--- src/logic/lock_holdover_cfg.svh ---
/*
  Offsets, field positions, reset values, codes and counts of the
  lock supervision and holdover block. Included by the design files.
*/
`ifndef LOCK_HOLDOVER_CFG_SVH
`define LOCK_HOLDOVER_CFG_SVH

// Register indices; the byte address is four times the index
`define IDX_PUMP_STATUS  6'h17
`define IDX_LOCK_DET     6'h18
`define IDX_LOCK_PIN     6'h1A
`define IDX_REF_MONITOR_PIN       6'h1B
`define IDX_HOLDOVER     6'h1D
`define IDX_STATE        6'h30
`define IDX_EXTRA        6'h31

// Field positions
`define F_ABP_LO         0
`define F_ABP_HI         1
`define F_STS_LO         2
`define F_STS_HI         7
`define F_CNT_LO         5
`define F_CNT_HI         6
`define F_WIN_RANGE      4
`define F_DLD_OFF        3
`define F_HO_EN0         0
`define F_HO_EXT         1
`define F_HO_EN2         2
`define F_CMP_EN         3
`define F_IGN_SYNC       8

// Reset values
`define RST_PUMP_STATUS  8'h00
`define RST_LOCK_DET     8'h00
`define RST_LOCK_PIN     6'h00
`define RST_REF_MONITOR_PIN       5'h00
`define RST_HOLDOVER     4'h0
`define RST_EXTRA        9'h010

// Lock pin output select codes
`define LP_DLD           6'h00
`define LP_ALD_N         6'h01
`define LP_ALD_P         6'h02
`define LP_CURRENT       6'h04

// Status and monitor pin select codes
`define SP_LOW           6'h00
`define SP_DLD           6'h01
`define SP_CMP_HI        6'h02
`define SP_CMP_LO        6'h03
`define SP_HIZ           6'h04

// Consecutive in-window cycles needed for lock, per count setting
`define LOCK_NEED_0      8'h05
`define LOCK_NEED_1      8'h10
`define LOCK_NEED_2      8'h40
`define LOCK_NEED_3      8'hFF

// Window widths in clock cycles
`define LOCK_THR_HIGH    8'h06
`define LOCK_THR_LOW     8'h02
`define UNLOCK_MARGIN    8'h04

`endif

--- src/logic/lock_holdover_pkg.sv ---
/*
  Types shared by the lock supervision and holdover block.
  Assumes nothing of its surroundings.
*/
package lock_holdover_pkg;

  // Holdover state, one-hot
  typedef enum logic [2:0] {
    HO_RUN      = 3'b001,
    HO_SYNC_LOW = 3'b010,
    HO_WAIT_REF = 3'b100
  } ho_state_t;

  typedef logic [7:0] cyc_cnt_t;

endpackage

--- src/logic/pin_sync.sv ---
/*
  Three-stage synchroniser for a pin from outside the clock domain.
  A change counts once the second and third stages agree.
  Assumes a free running clock and asynchronous active low reset.
*/
`timescale 1ns/10ps
module pin_sync #(
  parameter bit INIT = 1'b0
) (
  input  wire logic clk,
  input  wire logic rst_n,
  input  wire logic pin,
  output logic      level,
  output logic      rise,
  output logic      fall
);
  logic s1_reg;
  logic s2_reg;
  logic s3_reg;

  // Shift the pin through three stages
  always_ff @(posedge clk or negedge rst_n) begin
    if (!rst_n) begin
      s1_reg <= INIT;
      s2_reg <= INIT;
      s3_reg <= INIT;
    end else begin
      s1_reg <= pin;
      s2_reg <= s1_reg;
      s3_reg <= s2_reg;
    end
  end

  // Accept a new level only when stages two and three agree
  always_ff @(posedge clk or negedge rst_n) begin
    if (!rst_n) begin
      level <= INIT;
      rise  <= 1'b0;
      fall  <= 1'b0;
    end else begin
      if (s2_reg == s3_reg) begin
        level <= s3_reg;
      end
      rise <= (s2_reg == s3_reg) && s3_reg && !level;
      fall <= (s2_reg == s3_reg) && !s3_reg && level;
    end
  end
endmodule // pin_sync

--- src/logic/lock_charge_counter.sv ---
/*
  Saturating counter standing for the charged lock pin capacitor
  and its comparator. Assumes the step and level inputs share clk.
*/
`timescale 1ns/10ps
module lock_charge_counter #(
  parameter int W = 8
) (
  input  wire logic         clk,
  input  wire logic         rst_n,
  input  wire logic         step,
  input  wire logic         charging,
  input  wire logic [W-1:0] trip,
  output logic              tripped
);
  logic [W-1:0] count_reg;

  generate
    if (W < 2 || W > 16) begin : bad_width
      $error("lock_charge_counter: W must be 2 to 16");
    end
  endgenerate

  // Charge per comparison cycle, discharge at once
  always_ff @(posedge clk or negedge rst_n) begin
    if (!rst_n) begin
      count_reg <= '0;
    end else if (!charging) begin
      count_reg <= '0;
    end else if (step && count_reg != {W{1'b1}}) begin
      count_reg <= count_reg + 1'b1;
    end
  end

  // Comparator trips at the programmed level
  always_ff @(posedge clk or negedge rst_n) begin
    if (!rst_n) begin
      tripped <= 1'b0;
    end else begin
      tripped <= charging && (count_reg >= trip);
    end
  end
endmodule // lock_charge_counter

--- src/logic/lock_holdover.sv ---
/*
  Lock supervision and holdover control: digital lock detector,
  lock pin modes, comparator model, manual and automatic holdover,
  and an APB register slave.
  Assumes phase comparator edges and the sync pin arrive from outside
  the pclk domain; pump requests come from logic on pclk.
*/
`timescale 1ns/10ps
`include "lock_holdover_cfg.svh"

// How it works
// - lock flag sets after programmed run of in-window comparison cycles
// - lock flag stays until one cycle exceeds the unlock window
// - unlock window is always wider than lock window
// - windows follow range bit, antibacklash setting and count setting
// - lock flag selectable on lock, status and monitor pins
// - lock pin offers pulse lock output in both polarities
// - current source mode chosen by lock pin select field
// - current source on while locked, pin shorted at once otherwise
// - comparator selectable, either polarity, on monitor and status pins
// - in holdover pump is high impedance with no up or down
// - holdover needs both enable bits set
// - sync falling edge enters manual holdover at once
// - pump leaves manual holdover only on next reference edge after sync high
// - feedback B counter resets as pump leaves holdover
// - distribution stops on sync low unless dividers ignore sync
// - automatic holdover enters on low sensed level, high if comparator off
// - a bit selects sync driven holdover over automatic
// - count setting zero needs five in-window cycles
module lock_holdover
  import lock_holdover_pkg::*;
#(
  parameter int CMP_W = 8
) (
  input  wire logic       pclk,
  input  wire logic       presetn,
  input  wire logic       psel,
  input  wire logic       penable,
  input  wire logic       pwrite,
  input  wire logic [7:0] paddr,
  input  wire logic [31:0] pwdata,
  output logic [31:0]     prdata,
  output logic            pready,
  output logic            pslverr,
  input  wire logic       ref_edge_pin,
  input  wire logic       fb_edge_pin,
  input  wire logic       sync_n_pin,
  input  wire logic       pump_up_req,
  input  wire logic       pump_dn_req,
  output logic            pump_up,
  output logic            pump_dn,
  output logic            pump_hiz,
  output logic            b_counter_reset,
  output logic            dist_stop,
  output logic            lock_pin_o,
  output logic            lock_pin_oe_n,
  output logic            lock_pin_src,
  output logic            status_pin,
  output logic            ref_monitor_pin
);

  generate
    if (CMP_W < 2 || CMP_W > 8) begin : bad_cmp_width
      $error("lock_holdover: CMP_W must be 2 to 8");
    end
  endgenerate

  // Configuration registers
  logic [7:0]      pump_status_reg;
  logic [7:0]      lock_det_reg;
  logic [5:0]      lock_pin_sel_reg;
  logic [4:0]      ref_monitor_pin_sel_reg;
  logic [3:0]      holdover_reg;
  logic [8:0]      extra_reg;

  // Detector state
  logic            ref_rise;
  logic            fb_rise;
  logic            sync_level;
  logic            sync_fall;
  logic            meas_active_reg;
  logic            meas_ref_first_reg;
  cyc_cnt_t        diff_cnt_reg;
  cyc_cnt_t        run_cnt_reg;
  logic            phase_lock_flag_reg;
  logic            cmp_done;
  cyc_cnt_t        cmp_diff;
  cyc_cnt_t        lock_thr;
  cyc_cnt_t        unlock_thr;
  cyc_cnt_t        lock_need;
  logic            cmp_trip;
  logic            sensed_lock;
  logic            rearm_reg;
  ho_state_t       ho_state_reg;
  logic            ho_enabled;
  logic            hiz_now;

  // Bus decode
  logic            bus_setup_access;
  logic            bus_commit;
  logic [5:0]      reg_idx;
  logic            idx_hit;
  logic [31:0]     rd_value;

  // Pin synchronisers; reset levels match idle pins so no false edge follows reset
  pin_sync #(.INIT(1'b0)) ref_sync (.clk (pclk), .rst_n (presetn), .pin (ref_edge_pin),
    .level (), .rise (ref_rise), .fall ());
  pin_sync #(.INIT(1'b0)) fb_sync (.clk (pclk), .rst_n (presetn), .pin (fb_edge_pin),
    .level (), .rise (fb_rise), .fall ());
  pin_sync #(.INIT(1'b1)) sync_sync (.clk (pclk), .rst_n (presetn), .pin (sync_n_pin),
    .level (sync_level), .rise (), .fall (sync_fall));

  // APB: access phase takes two cycles, answer registered
  assign reg_idx          = paddr[7:2];
  assign bus_setup_access = psel && penable && !pready;
  assign bus_commit       = psel && penable && pready;

  always_comb begin
    idx_hit  = 1'b1;
    rd_value = 32'h0000_0000;
    unique case (reg_idx)
      `IDX_PUMP_STATUS: rd_value[7:0] = pump_status_reg;
      `IDX_LOCK_DET:    rd_value[7:0] = lock_det_reg;
      `IDX_LOCK_PIN:    rd_value[5:0] = lock_pin_sel_reg;
      `IDX_REF_MONITOR_PIN:      rd_value[4:0] = ref_monitor_pin_sel_reg;
      `IDX_HOLDOVER:    rd_value[3:0] = holdover_reg;
      `IDX_EXTRA:       rd_value[8:0] = extra_reg;
      `IDX_STATE:       rd_value[4:0] = {dist_stop, sensed_lock, pump_hiz,
                                         cmp_trip, phase_lock_flag_reg};
      default:          idx_hit = 1'b0;
    endcase
  end

  // Bus answer: ready, read data and error
  always_ff @(posedge pclk or negedge presetn) begin
    if (!presetn) begin
      pready  <= 1'b0;
      prdata  <= 32'h0000_0000;
      pslverr <= 1'b0;
    end else begin
      pready  <= bus_setup_access;
      pslverr <= bus_setup_access && !idx_hit;
      if (bus_setup_access && !pwrite) begin
        prdata <= rd_value;
      end
    end
  end

  // Register writes take effect on the completing edge
  always_ff @(posedge pclk or negedge presetn) begin
    if (!presetn) begin
      pump_status_reg  <= `RST_PUMP_STATUS;
      lock_det_reg     <= `RST_LOCK_DET;
      lock_pin_sel_reg <= `RST_LOCK_PIN;
      ref_monitor_pin_sel_reg   <= `RST_REF_MONITOR_PIN;
      holdover_reg     <= `RST_HOLDOVER;
      extra_reg        <= `RST_EXTRA;
    end else if (bus_commit && pwrite) begin
      unique case (reg_idx)
        `IDX_PUMP_STATUS: pump_status_reg  <= pwdata[7:0];
        `IDX_LOCK_DET:    lock_det_reg     <= pwdata[7:0];
        `IDX_LOCK_PIN:    lock_pin_sel_reg <= pwdata[5:0];
        `IDX_REF_MONITOR_PIN:      ref_monitor_pin_sel_reg   <= pwdata[4:0];
        `IDX_HOLDOVER:    holdover_reg     <= pwdata[3:0];
        `IDX_EXTRA:       extra_reg        <= pwdata[8:0];
        default:          ;
      endcase
    end
  end

  // Window widths from range bit, antibacklash and count setting
  always_comb begin
    lock_thr = lock_det_reg[`F_WIN_RANGE] ? `LOCK_THR_LOW : `LOCK_THR_HIGH;
    lock_thr = lock_thr + {6'h00, pump_status_reg[`F_ABP_HI:`F_ABP_LO]};
    unlock_thr = lock_thr + `UNLOCK_MARGIN
                 + {6'h00, lock_det_reg[`F_CNT_HI:`F_CNT_LO]};
  end

  // Consecutive cycles needed for lock
  always_comb begin
    unique case (lock_det_reg[`F_CNT_HI:`F_CNT_LO])
      2'b00:   lock_need = `LOCK_NEED_0;
      2'b01:   lock_need = `LOCK_NEED_1;
      2'b10:   lock_need = `LOCK_NEED_2;
      2'b11:   lock_need = `LOCK_NEED_3;
      default: lock_need = `LOCK_NEED_0;
    endcase
  end

  // Measure cycles between the reference and feedback rising edges
  always_ff @(posedge pclk or negedge presetn) begin
    if (!presetn) begin
      meas_active_reg    <= 1'b0;
      meas_ref_first_reg <= 1'b0;
      diff_cnt_reg       <= 8'h00;
    end else if (!meas_active_reg) begin
      if (ref_rise != fb_rise) begin
        meas_active_reg    <= 1'b1;
        meas_ref_first_reg <= ref_rise;
        diff_cnt_reg       <= 8'h01;
      end
    end else if (cmp_done) begin
      meas_active_reg <= 1'b0;
      diff_cnt_reg    <= 8'h00;
    end else if (diff_cnt_reg != 8'hFF) begin
      diff_cnt_reg <= diff_cnt_reg + 8'h01;
    end
  end

  // A comparison finishes when the second edge arrives
  always_comb begin
    cmp_done = 1'b0;
    cmp_diff = diff_cnt_reg;
    if (!meas_active_reg && ref_rise && fb_rise) begin
      cmp_done = 1'b1;
      cmp_diff = 8'h00;
    end else if (meas_active_reg) begin
      cmp_done = meas_ref_first_reg ? fb_rise : ref_rise;
    end
  end

  // Digital lock flag with consecutive-cycle counter
  always_ff @(posedge pclk or negedge presetn) begin
    if (!presetn) begin
      run_cnt_reg         <= 8'h00;
      phase_lock_flag_reg <= 1'b0;
    end else if (lock_det_reg[`F_DLD_OFF]) begin
      run_cnt_reg         <= 8'h00;
      phase_lock_flag_reg <= 1'b0;
    end else if (cmp_done) begin
      if (cmp_diff < lock_thr) begin
        run_cnt_reg <= run_cnt_reg + {7'h00, run_cnt_reg != 8'hFF};  // Saturates
        if (run_cnt_reg + 8'h01 >= lock_need) begin
          phase_lock_flag_reg <= 1'b1;
        end
      end else begin
        run_cnt_reg <= 8'h00;
        if (cmp_diff > unlock_thr) begin
          phase_lock_flag_reg <= 1'b0;
        end
      end
    end
  end

  // Comparator model on the charging lock pin
  lock_charge_counter #(.W(CMP_W)) charge_cnt (
    .clk      (pclk),
    .rst_n    (presetn),
    .step     (cmp_done),
    .charging (phase_lock_flag_reg),
    .trip     (extra_reg[CMP_W-1:0]),
    .tripped  (cmp_trip)
  );

  // Level sensed by automatic holdover
  assign sensed_lock = holdover_reg[`F_CMP_EN] ? cmp_trip : 1'b1;
  assign ho_enabled  = holdover_reg[`F_HO_EN0]
                       && holdover_reg[`F_HO_EN2];

  // Automatic holdover may re-enter only after lock is sensed again
  always_ff @(posedge pclk or negedge presetn) begin
    if (!presetn) begin
      rearm_reg <= 1'b0;
    end else begin
      rearm_reg <= sensed_lock || (rearm_reg && ho_state_reg == HO_RUN);
    end
  end

  // Holdover state machine
  always_ff @(posedge pclk or negedge presetn) begin
    if (!presetn) begin
      ho_state_reg <= HO_RUN;
    end else if (!ho_enabled) begin
      ho_state_reg <= HO_RUN;
    end else begin
      unique case (ho_state_reg)
        HO_RUN: begin
          if (holdover_reg[`F_HO_EXT] && sync_fall) begin
            ho_state_reg <= HO_SYNC_LOW;
          end else if (!holdover_reg[`F_HO_EXT] && !sensed_lock
                       && rearm_reg) begin
            ho_state_reg <= HO_WAIT_REF;
          end
        end
        HO_SYNC_LOW: if (sync_level) ho_state_reg <= HO_WAIT_REF;
        HO_WAIT_REF: if (ref_rise) ho_state_reg <= HO_RUN;
        default: ho_state_reg <= HO_RUN;
      endcase
    end
  end

  // Entry is seen the same cycle the edge is detected
  assign hiz_now = (ho_state_reg != HO_RUN)
                   || (ho_enabled && holdover_reg[`F_HO_EXT] && sync_fall);

  // Charge pump drive, B counter reset and distribution stop
  always_ff @(posedge pclk or negedge presetn) begin
    if (!presetn) begin
      pump_hiz        <= 1'b0;
      pump_up         <= 1'b0;
      pump_dn         <= 1'b0;
      b_counter_reset <= 1'b0;
      dist_stop       <= 1'b0;
    end else begin
      pump_hiz <= hiz_now && !(ho_state_reg == HO_WAIT_REF && ref_rise);
      pump_up  <= pump_up_req && !hiz_now;
      pump_dn  <= pump_dn_req && !hiz_now;
      b_counter_reset <= ho_enabled && ho_state_reg == HO_WAIT_REF
                         && ref_rise;
      dist_stop <= !sync_level && !extra_reg[`F_IGN_SYNC];
    end
  end

  // Lock pin drive; low enable means driving
  always_ff @(posedge pclk or negedge presetn) begin
    if (!presetn) begin
      lock_pin_o    <= 1'b0;
      lock_pin_oe_n <= 1'b0;
      lock_pin_src  <= 1'b0;
    end else begin
      lock_pin_src <= 1'b0;
      unique case (lock_pin_sel_reg)
        `LP_DLD:     {lock_pin_o, lock_pin_oe_n} <= {phase_lock_flag_reg, 1'b0};
        `LP_ALD_N:   {lock_pin_o, lock_pin_oe_n} <= {1'b0, !meas_active_reg};
        `LP_ALD_P:   {lock_pin_o, lock_pin_oe_n} <= {1'b1, !meas_active_reg};
        `LP_CURRENT: begin
          {lock_pin_o, lock_pin_oe_n} <= {1'b0, phase_lock_flag_reg};
          lock_pin_src <= phase_lock_flag_reg;
        end
        default:     {lock_pin_o, lock_pin_oe_n} <= 2'b00;
      endcase
    end
  end

  // Status and monitor pin multiplexers
  always_ff @(posedge pclk or negedge presetn) begin
    if (!presetn) begin
      status_pin      <= 1'b0;
      ref_monitor_pin <= 1'b0;
    end else begin
      unique case (pump_status_reg[`F_STS_HI:`F_STS_LO])
        `SP_DLD:    status_pin <= phase_lock_flag_reg;
        `SP_CMP_HI: status_pin <= cmp_trip;
        `SP_CMP_LO: status_pin <= !cmp_trip;
        `SP_HIZ:    status_pin <= pump_hiz;
        default:    status_pin <= 1'b0;
      endcase
      unique case ({1'b0, ref_monitor_pin_sel_reg})
        `SP_DLD:    ref_monitor_pin <= phase_lock_flag_reg;
        `SP_CMP_HI: ref_monitor_pin <= cmp_trip;
        `SP_CMP_LO: ref_monitor_pin <= !cmp_trip;
        `SP_HIZ:    ref_monitor_pin <= pump_hiz;
        default:    ref_monitor_pin <= 1'b0;
      endcase
    end
  end

endmodule // lock_holdover

--- config.mk ---
export PLATFORM = sky130hd
export DESIGN_NAME = lock_holdover
export DESIGN_NICKNAME = d
export VERILOG_FILES = /design/src/logic/lock_holdover_pkg.sv /design/src/logic/pin_sync.sv /design/src/logic/lock_charge_counter.sv /design/src/logic/lock_holdover.sv
export VERILOG_INCLUDE_DIRS = /design/src /design/src/logic
export SDC_FILE = /design/constraint.sdc
export NUM_CORES = 1
export LEC_CHECK = 0
export ABC_CLOCK_PERIOD_IN_PS = 2240
export BUFFER_PORTS_ARGS = -buffer_cell sky130_fd_sc_hd__buf_2
export CORE_UTILIZATION = 40
export CTS_CLUSTER_SIZE = 24
export DETAILED_ROUTE_END_ITERATION = 10
export GPL_ROUTABILITY_DRIVEN = 0
export SETUP_SLACK_MARGIN = 0.2
export SLEW_MARGIN = 5
export SYNTH_ARGS = -nofsm -noshare
export SYNTH_HDL_FRONTEND = slang
export SYNTH_SLANG_ARGS = --single-unit
--- constraint.sdc ---
create_clock -name pclk -period 2.24 [get_ports pclk]
set_input_delay 0 -clock pclk [delete_from_list [all_inputs] [get_ports pclk]]
set_output_delay 0 -clock pclk [all_outputs]
set_load 0.02 [all_outputs]
### Word level (Yosys, flattened, before mapping)

Cells that the tools add are included.

* shift-type cells: 0
* add/sub/neg operators: 7
* equal/unequal tests: 38
* reductions and logical operators: 63
* $mul: 0
* muxes and demuxes: 41
* bitwise logic cells: 1
* div/mod/pow operators: 0
* $lt $le $gt $ge: 4

Operators by type and width (count)
* two-way mux 8 bit: 10
* case mux 8 bit (4 select lines): 1
* == test 6 x 5 -> 1 bit, second input constant: 5
* logical AND 1 bit: 30
* case mux 4 bit (7 select lines): 1
* adder 8 x 1 -> 8 bit, second input constant: 3
* != test 8 bit, second input constant: 3
* == test 6 x 2 -> 1 bit, second input constant: 3
* two-way mux 3 bit: 6
* >= comparator 8 bit: 2
* AND reduction 2 bit: 8
* two-way mux 1 bit: 15
* zero test 1 bit: 14
* == test 6 x 1 -> 1 bit, second input constant: 2
* == test 6 x 3 -> 1 bit, second input constant: 2
* == test 6 bit, second input constant: 2
* case mux 1 bit (4 select lines): 3
* == test 5 x 2 -> 1 bit, second input constant: 2
* != test 3 x 2 -> 1 bit, second input constant: 3
* case mux 3 bit (3 select lines): 1
* adder 8 x 1 -> 8 bit: 1
* > comparator 8 x 6 -> 1 bit: 1
* < comparator 8 x 4 -> 1 bit: 1
* OR reduction 7 bit: 1
* 26 further kinds: 34

* output and inout port bits: 44
* input bits: 50
* memory bits (writable): 0
* register bits: 108
* latch bits: 0
* memories kept: 0
* ROM bits: 0

### Depth between registers and ports, before layout

* depth after elaboration: 9
* mapped depth: 10
* depth with buffers taken out: 10

### By module

A second synthesis with hierarchy kept.

* cell total of the unflattened synthesis: 585
* area, all modules: 6226.0 um^2

Modules (own cells, without submodules)
* lock_holdover: times used 1, cells an instance 479, area an instance 4938.5 um^2
* lock_charge_counter: times used 1, cells an instance 67, area an instance 651.9 um^2
* pin_sync at fb_sync ...: times used 2, cells an instance 13, area an instance 210.2 um^2
* pin_sync at sync_sync: times used 1, cells an instance 13, area an instance 215.2 um^2

### Worst setup path before layout

OpenSTA, ideal clock, no wires.

* path kind: flip-flop to flip-flop
* start: register lock_det_reg[5]
* end: register phase_lock_flag_reg
* clock period less this slack: 2337 ps
* slack: -97 ps
* arrival time: 2211 ps
* buffers on the path: 0
* cell stages (with the launch flop): 11
* library setup time: 126 ps
* cell sequence: dfrtp_1 -> ha_1 -> inv_1 -> fa_1 -> a21o_1 -> ha_1 -> and3_1 -> o21ai_0 -> a32oi_1 -> o21ai_0 -> a221o_1

* longest elaborated chain between the ends: 5

RTL lines
* from (decl): RTL line lock_holdover.sv:70 `logic [7:0] lock_det_reg;`
* from (signal assigned): RTL line lock_holdover.sv:153 `` lock_det_reg <= `RST_LOCK_DET; ``
* from (signal assigned): RTL line lock_holdover.sv:161 `` `IDX_LOCK_DET: lock_det_reg <= pwdata[7:0]; ``
* parallel branches: the longest is 4 deep, another holds > comparator 8 x 6 -> 1 bit
* AND reduction 3 bit (no line) (*)
* to (signal assigned): RTL line lock_holdover.sv:229 `phase_lock_flag_reg <= 1'b0;`
* to (signal assigned): RTL line lock_holdover.sv:234 `phase_lock_flag_reg <= 1'b1;`
* to (signal assigned): RTL line lock_holdover.sv:239 `phase_lock_flag_reg <= 1'b0;`
* to (decl): RTL line lock_holdover.sv:85 `logic phase_lock_flag_reg;`

Mark *: on every way between the ends.
A chain may end at the register's enable or synchronous reset.

### Final worst setup path

* start: register pump_status_reg[1]
* end: register phase_lock_flag_reg

* longest elaborated chain between the ends: 6

RTL lines
* from (decl): RTL line lock_holdover.sv:69 `logic [7:0] pump_status_reg;`
* from (signal assigned): RTL line lock_holdover.sv:152 `` pump_status_reg <= `RST_PUMP_STATUS; ``
* from (signal assigned): RTL line lock_holdover.sv:160 `` `IDX_PUMP_STATUS: pump_status_reg <= pwdata[7:0]; ``
* adder 3 x 2 -> 4 bit (*): RTL line lock_holdover.sv:174 `` lock_thr = lock_thr + {6'h00, pump_status_reg[`F_ABP_HI:`F_ABP_LO]}; ``
* adder 4 x 3 -> 5 bit (no line)
* adder 5 x 2 -> 6 bit: RTL line lock_holdover.sv:175 `` unlock_thr = lock_thr + `UNLOCK_MARGIN ``
* > comparator 8 x 6 -> 1 bit: RTL line lock_holdover.sv:238 `if (cmp_diff > unlock_thr) begin`
* nonzero test 3 bit (no line)
* AND reduction 3 bit (no line)

Every way passes the cells marked *; elsewhere a longest branch is shown, timed or not. The select of a mux whose other input is x is not followed.

==> impl_results.md <==
- Die height: 125 um
- Die footprint: 15700 um^2
- Hold Vio Cnt, Final: 0
- Max cap viols: 0
- Synth Instances: 570
- Number of global-route vias before repair: 4645
- Top Layer Used: met4
- CP delay by family, top: compound AO/OA/AOI/OAI gates
- # setup viols final: 1
- Grt ovf: 0
- Num rows: 44
- Number of CTS-inserted buffers: 9
- Global-route wire length before repair: 23.4 mm
- Synth Flop Type: dfrtp_1
- Worst reg2reg path startpoint: pump_status_reg[1]
- Seq/Total Area, Yosys: 0.447
- Fraction of layout cells with a size suffix above 1: 0.271
- DR WL met3: just under 600 um
- Antenna violations before repair: 0
- Initial Utilization: 0.414
- Seq pwr share: 0.426
- Combinational Power Share: 0.260
- Worst Path Arrival: 2.60 ns
- Setup CP Type: flop to flop
- Sw Share: 0.315
- Routed Antenna Nets: 0
- Worst vdd ir: 0.431 mV
- Synthesized flop and latch total: 108
- Worst Skew: 0.00622 ns
- Antenna diodes: 0
- CP Buf/Inv Count: 2
- Min cycle time layout: 2.35 ns
- Hold Slack: 0.0187 ns
- Io pins: 94
- Lkg Pwr: between 3 and 4 nW
- Worst hold path class: input pin to flop
- Crit path launch type: flop
- P_sw: about 1.7 mW
- Detail Placement HPWL: 10.2 mm
- Detailed Routing Iterations Pass 1: 7
- Die Wd: 125 um
- CP Cell Sequence: ha_1 > buf_4 > inv_1 > a21o_1 > ha_4 > and3_4 > o21ai_0 > a32oi_1 > o21ai_1 > a221o_1
- Worst Hold Launch: pwdata[3]
- Yosys cell types: 76
- First DRT Iteration DRCs: 251
- Vias per cell: 5.42
- Slowest stage delay, CP: 0.41 ns
- Clk pwr share: 0.314
- Fin crit share: 1.05
- Mapped Area: 6070 um^2
- Worst slew margin: 0.575
- Routed wire length: 13.9 mm
- Drt drc: 0
- Synth async-reset ratio: 1.00
- Via count of the routed design: 4594
- Clk slew on worst S/H paths: 0.07 ns
- Cell internal pwr: around 3.7 mW
- Post-Place Cells: slightly above 800
- Clock Latency Late Sink: 0.36 ns
- Cell Count, Final, Fillers Out: 847
- Synth warnings: 0
- Peak Freq: 426 MHz
- Met2 wire len: 6.69 mm
- DR WL/cell: 16.5 um
- Area growth, synth to finish: 19.0%
- Outcome: finished with violations
- CP Launch Point: pump_status_reg[1]
- Synth top area cells: dfrtp_1 (42%), ha_1 (8.0%), mux2_2 (7.6%), buf_4 (2.8%), dfstp_2 (2.6%)
- Final TNS setup: -0.109 ns
- CTS HTree Levels: 3
- Core area: 14600 um^2
- Gr usage total: 0.189
- Crit. End Element: flop
- Final setup margin: -0.109 ns
- Met1 wire length: 6.41 mm
- Nets: 748
- Share of the synthesized area in the top cell type: 0.421
- CTS tree: yes
- Area leader, netlist: dfrtp_1
- Count of flip-flops with a built-in enable after synthesis: 0
- Input/output buffers: 45
- Root buffer cell: clkbuf_16
- CTS sink cnt: 108
- Worst Max-Slew Pin Slew: 0.637 ns
- Avg Inst Size Synth: 10.6 um^2
- Failing checks: setup timing
- CP Max Fanout: 4
- Critical path required time: approximately 2.5 ns
- Max Transition Viols Final: 0
- Longest Clk Path Bufs: 2
- Largest net degree at the start of global routing: 48
- CP max stage cell: dfrtp_1
- RSZ-0062 raised after global routing: true
- Filler cell count: ~1300
- Pwr per Cell Area: 754 nW/um^2
==> worst reg2reg max path: cells and delay by family, from the launching register on <==
family / cells / cell delay (ns)
flip-flops: 1 / 0.41
adder cells (fa/ha/maj): 2 / 0.60
AND/OR/NAND/NOR: 1 / 0.17
buffers and inverters: 2 / 0.22
AO/OA/AOI/OAI: 5 / 0.85
==> layout by cell type (no fill, tap or decap), types with 9 or more instances in the layout <==
cell,count
inv_1,27
nand4_1,9
mux2i_1,11
nand3_1,13
conb_1,23
mux2_2,41
clkbuf_16,9
dfrtp_1,102
and3_1,12
nor2_1,42
o21ai_0,23
buf_2,44
dlygate4sd3_1,18
xnor2_1,13
ha_1,34
a21oi_1,17
nand2_1,34
a31oi_1,9
buf_4,30
==> cells in the mapped netlist (all sizes together), types with 2 or more instances <==
| library cell | count |
|---|---|
| a22o | 5 |
| a21o | 7 |
| and2 | 13 |
| a31oi | 9 |
| o31ai | 8 |
| ha | 39 |
| nand4 | 9 |
| and3 | 15 |
| buf | 31 |
| dfstp | 6 |
| nand2b | 6 |
| nor2b | 8 |
| a21oi | 17 |
| nand3b | 2 |
| nor3b | 6 |
| a221oi | 6 |
| xnor2 | 13 |
| inv | 27 |
| clkbuf | 9 |
| o21a | 2 |
| a221o | 2 |
| mux2 | 42 |
| nor2 | 42 |
| o21bai | 2 |
| a211oi | 6 |
| a222oi | 2 |
| nor3 | 10 |
| nor4b | 4 |
| mux2i | 12 |
| o311ai | 3 |
| xor2 | 4 |
| nand2 | 36 |
| dfrtp | 102 |
| nand3 | 13 |
| a31o | 2 |
| nor4 | 4 |
| o21ai | 25 |
==> stage by stage <==
stage	setup slack (ns)	util	power (mW)	area, um^2
finish	-0.109	0.493	5.44	7220
global route	-0.219	0.493	5.77	7220
CTS	-0.117	0.487	5.46	7130
detailed placement	-0.165	0.449	3.69	6580
global placement	-0.0803	0.449	3.65	6580
floorplan	-0.0531	-	3.32	6190
==> layout make-up <==
class	count	area (um^2)	share of cell area
Timing Repair Buffer	94	657	0.0910
Clock buffer	12	267	0.0369
Inverter	28	105	0.0146
Sequential cell	108	2710	0.376
Multi-Input combinational cell	417	3190	0.443
Tap cell	184	230	0.0319
Clock inverter	4	52.6	0.00728
==> cell families after synthesis <==
| logic type | after synthesis | share of synthesized area |
|---|---|---|
| adder cells (fa/ha/maj) | 40 | 0.0837 |
| multiplexers | 54 | 0.0978 |
| AND/OR/NAND/NOR | 175 | 0.163 |
| other | 1 | 0.000618 |
| buffers and inverters | 68 | 0.0608 |
| flip-flops | 108 | 0.447 |
| AO/OA/AOI/OAI | 107 | 0.123 |
| XOR/XNOR | 17 | 0.0245 |
==> per-layer routing <==
layer  up-vias  GRT usage
li1       2192          -
met5         -          0
met2       122      0.311
met4         0     0.0531
met1      2256      0.248
met3        24     0.0462
==> power by group through the flow <==
stage	clock network, mW	registers, mW	logic (mW)
final	1.71	2.32	1.41
after global routing	1.82	2.35	1.60
after CTS	1.76	2.32	1.39
after detailed placement	0	2.35	1.34
after global placement	0	2.35	1.31
after floorplan	0	2.36	0.952
==> path summary, 6_finish.rpt <==
kind	to	slack, ns	depth (start not counted)
worst max-delay path	phase_lock_flag_reg	-0.11	10
worst min-delay path	pump_status_reg[3]	0.02	2
worst max register to register	phase_lock_flag_reg	-0.11	10
worst min register to register	ref_sync.s2_reg	0.35	0
max in group asynchronous	pump_status_reg[6]	1.25	3
min in group asynchronous	ref_monitor_pin_sel_reg[0]	0.20	2
==> what timing repair did <==
action | CTS | global route
cloned | 0 | 1
pin swaps | 1 | 9
hold buffers | 18 | 0
setup buffers | 3 | 2
gates resized for setup | 5 | 11
endpoints found under the hold margin | 81 | 0
setup endpoints to repair | 10 | 12
Note: power is estimated with default switching activity, not from simulation.
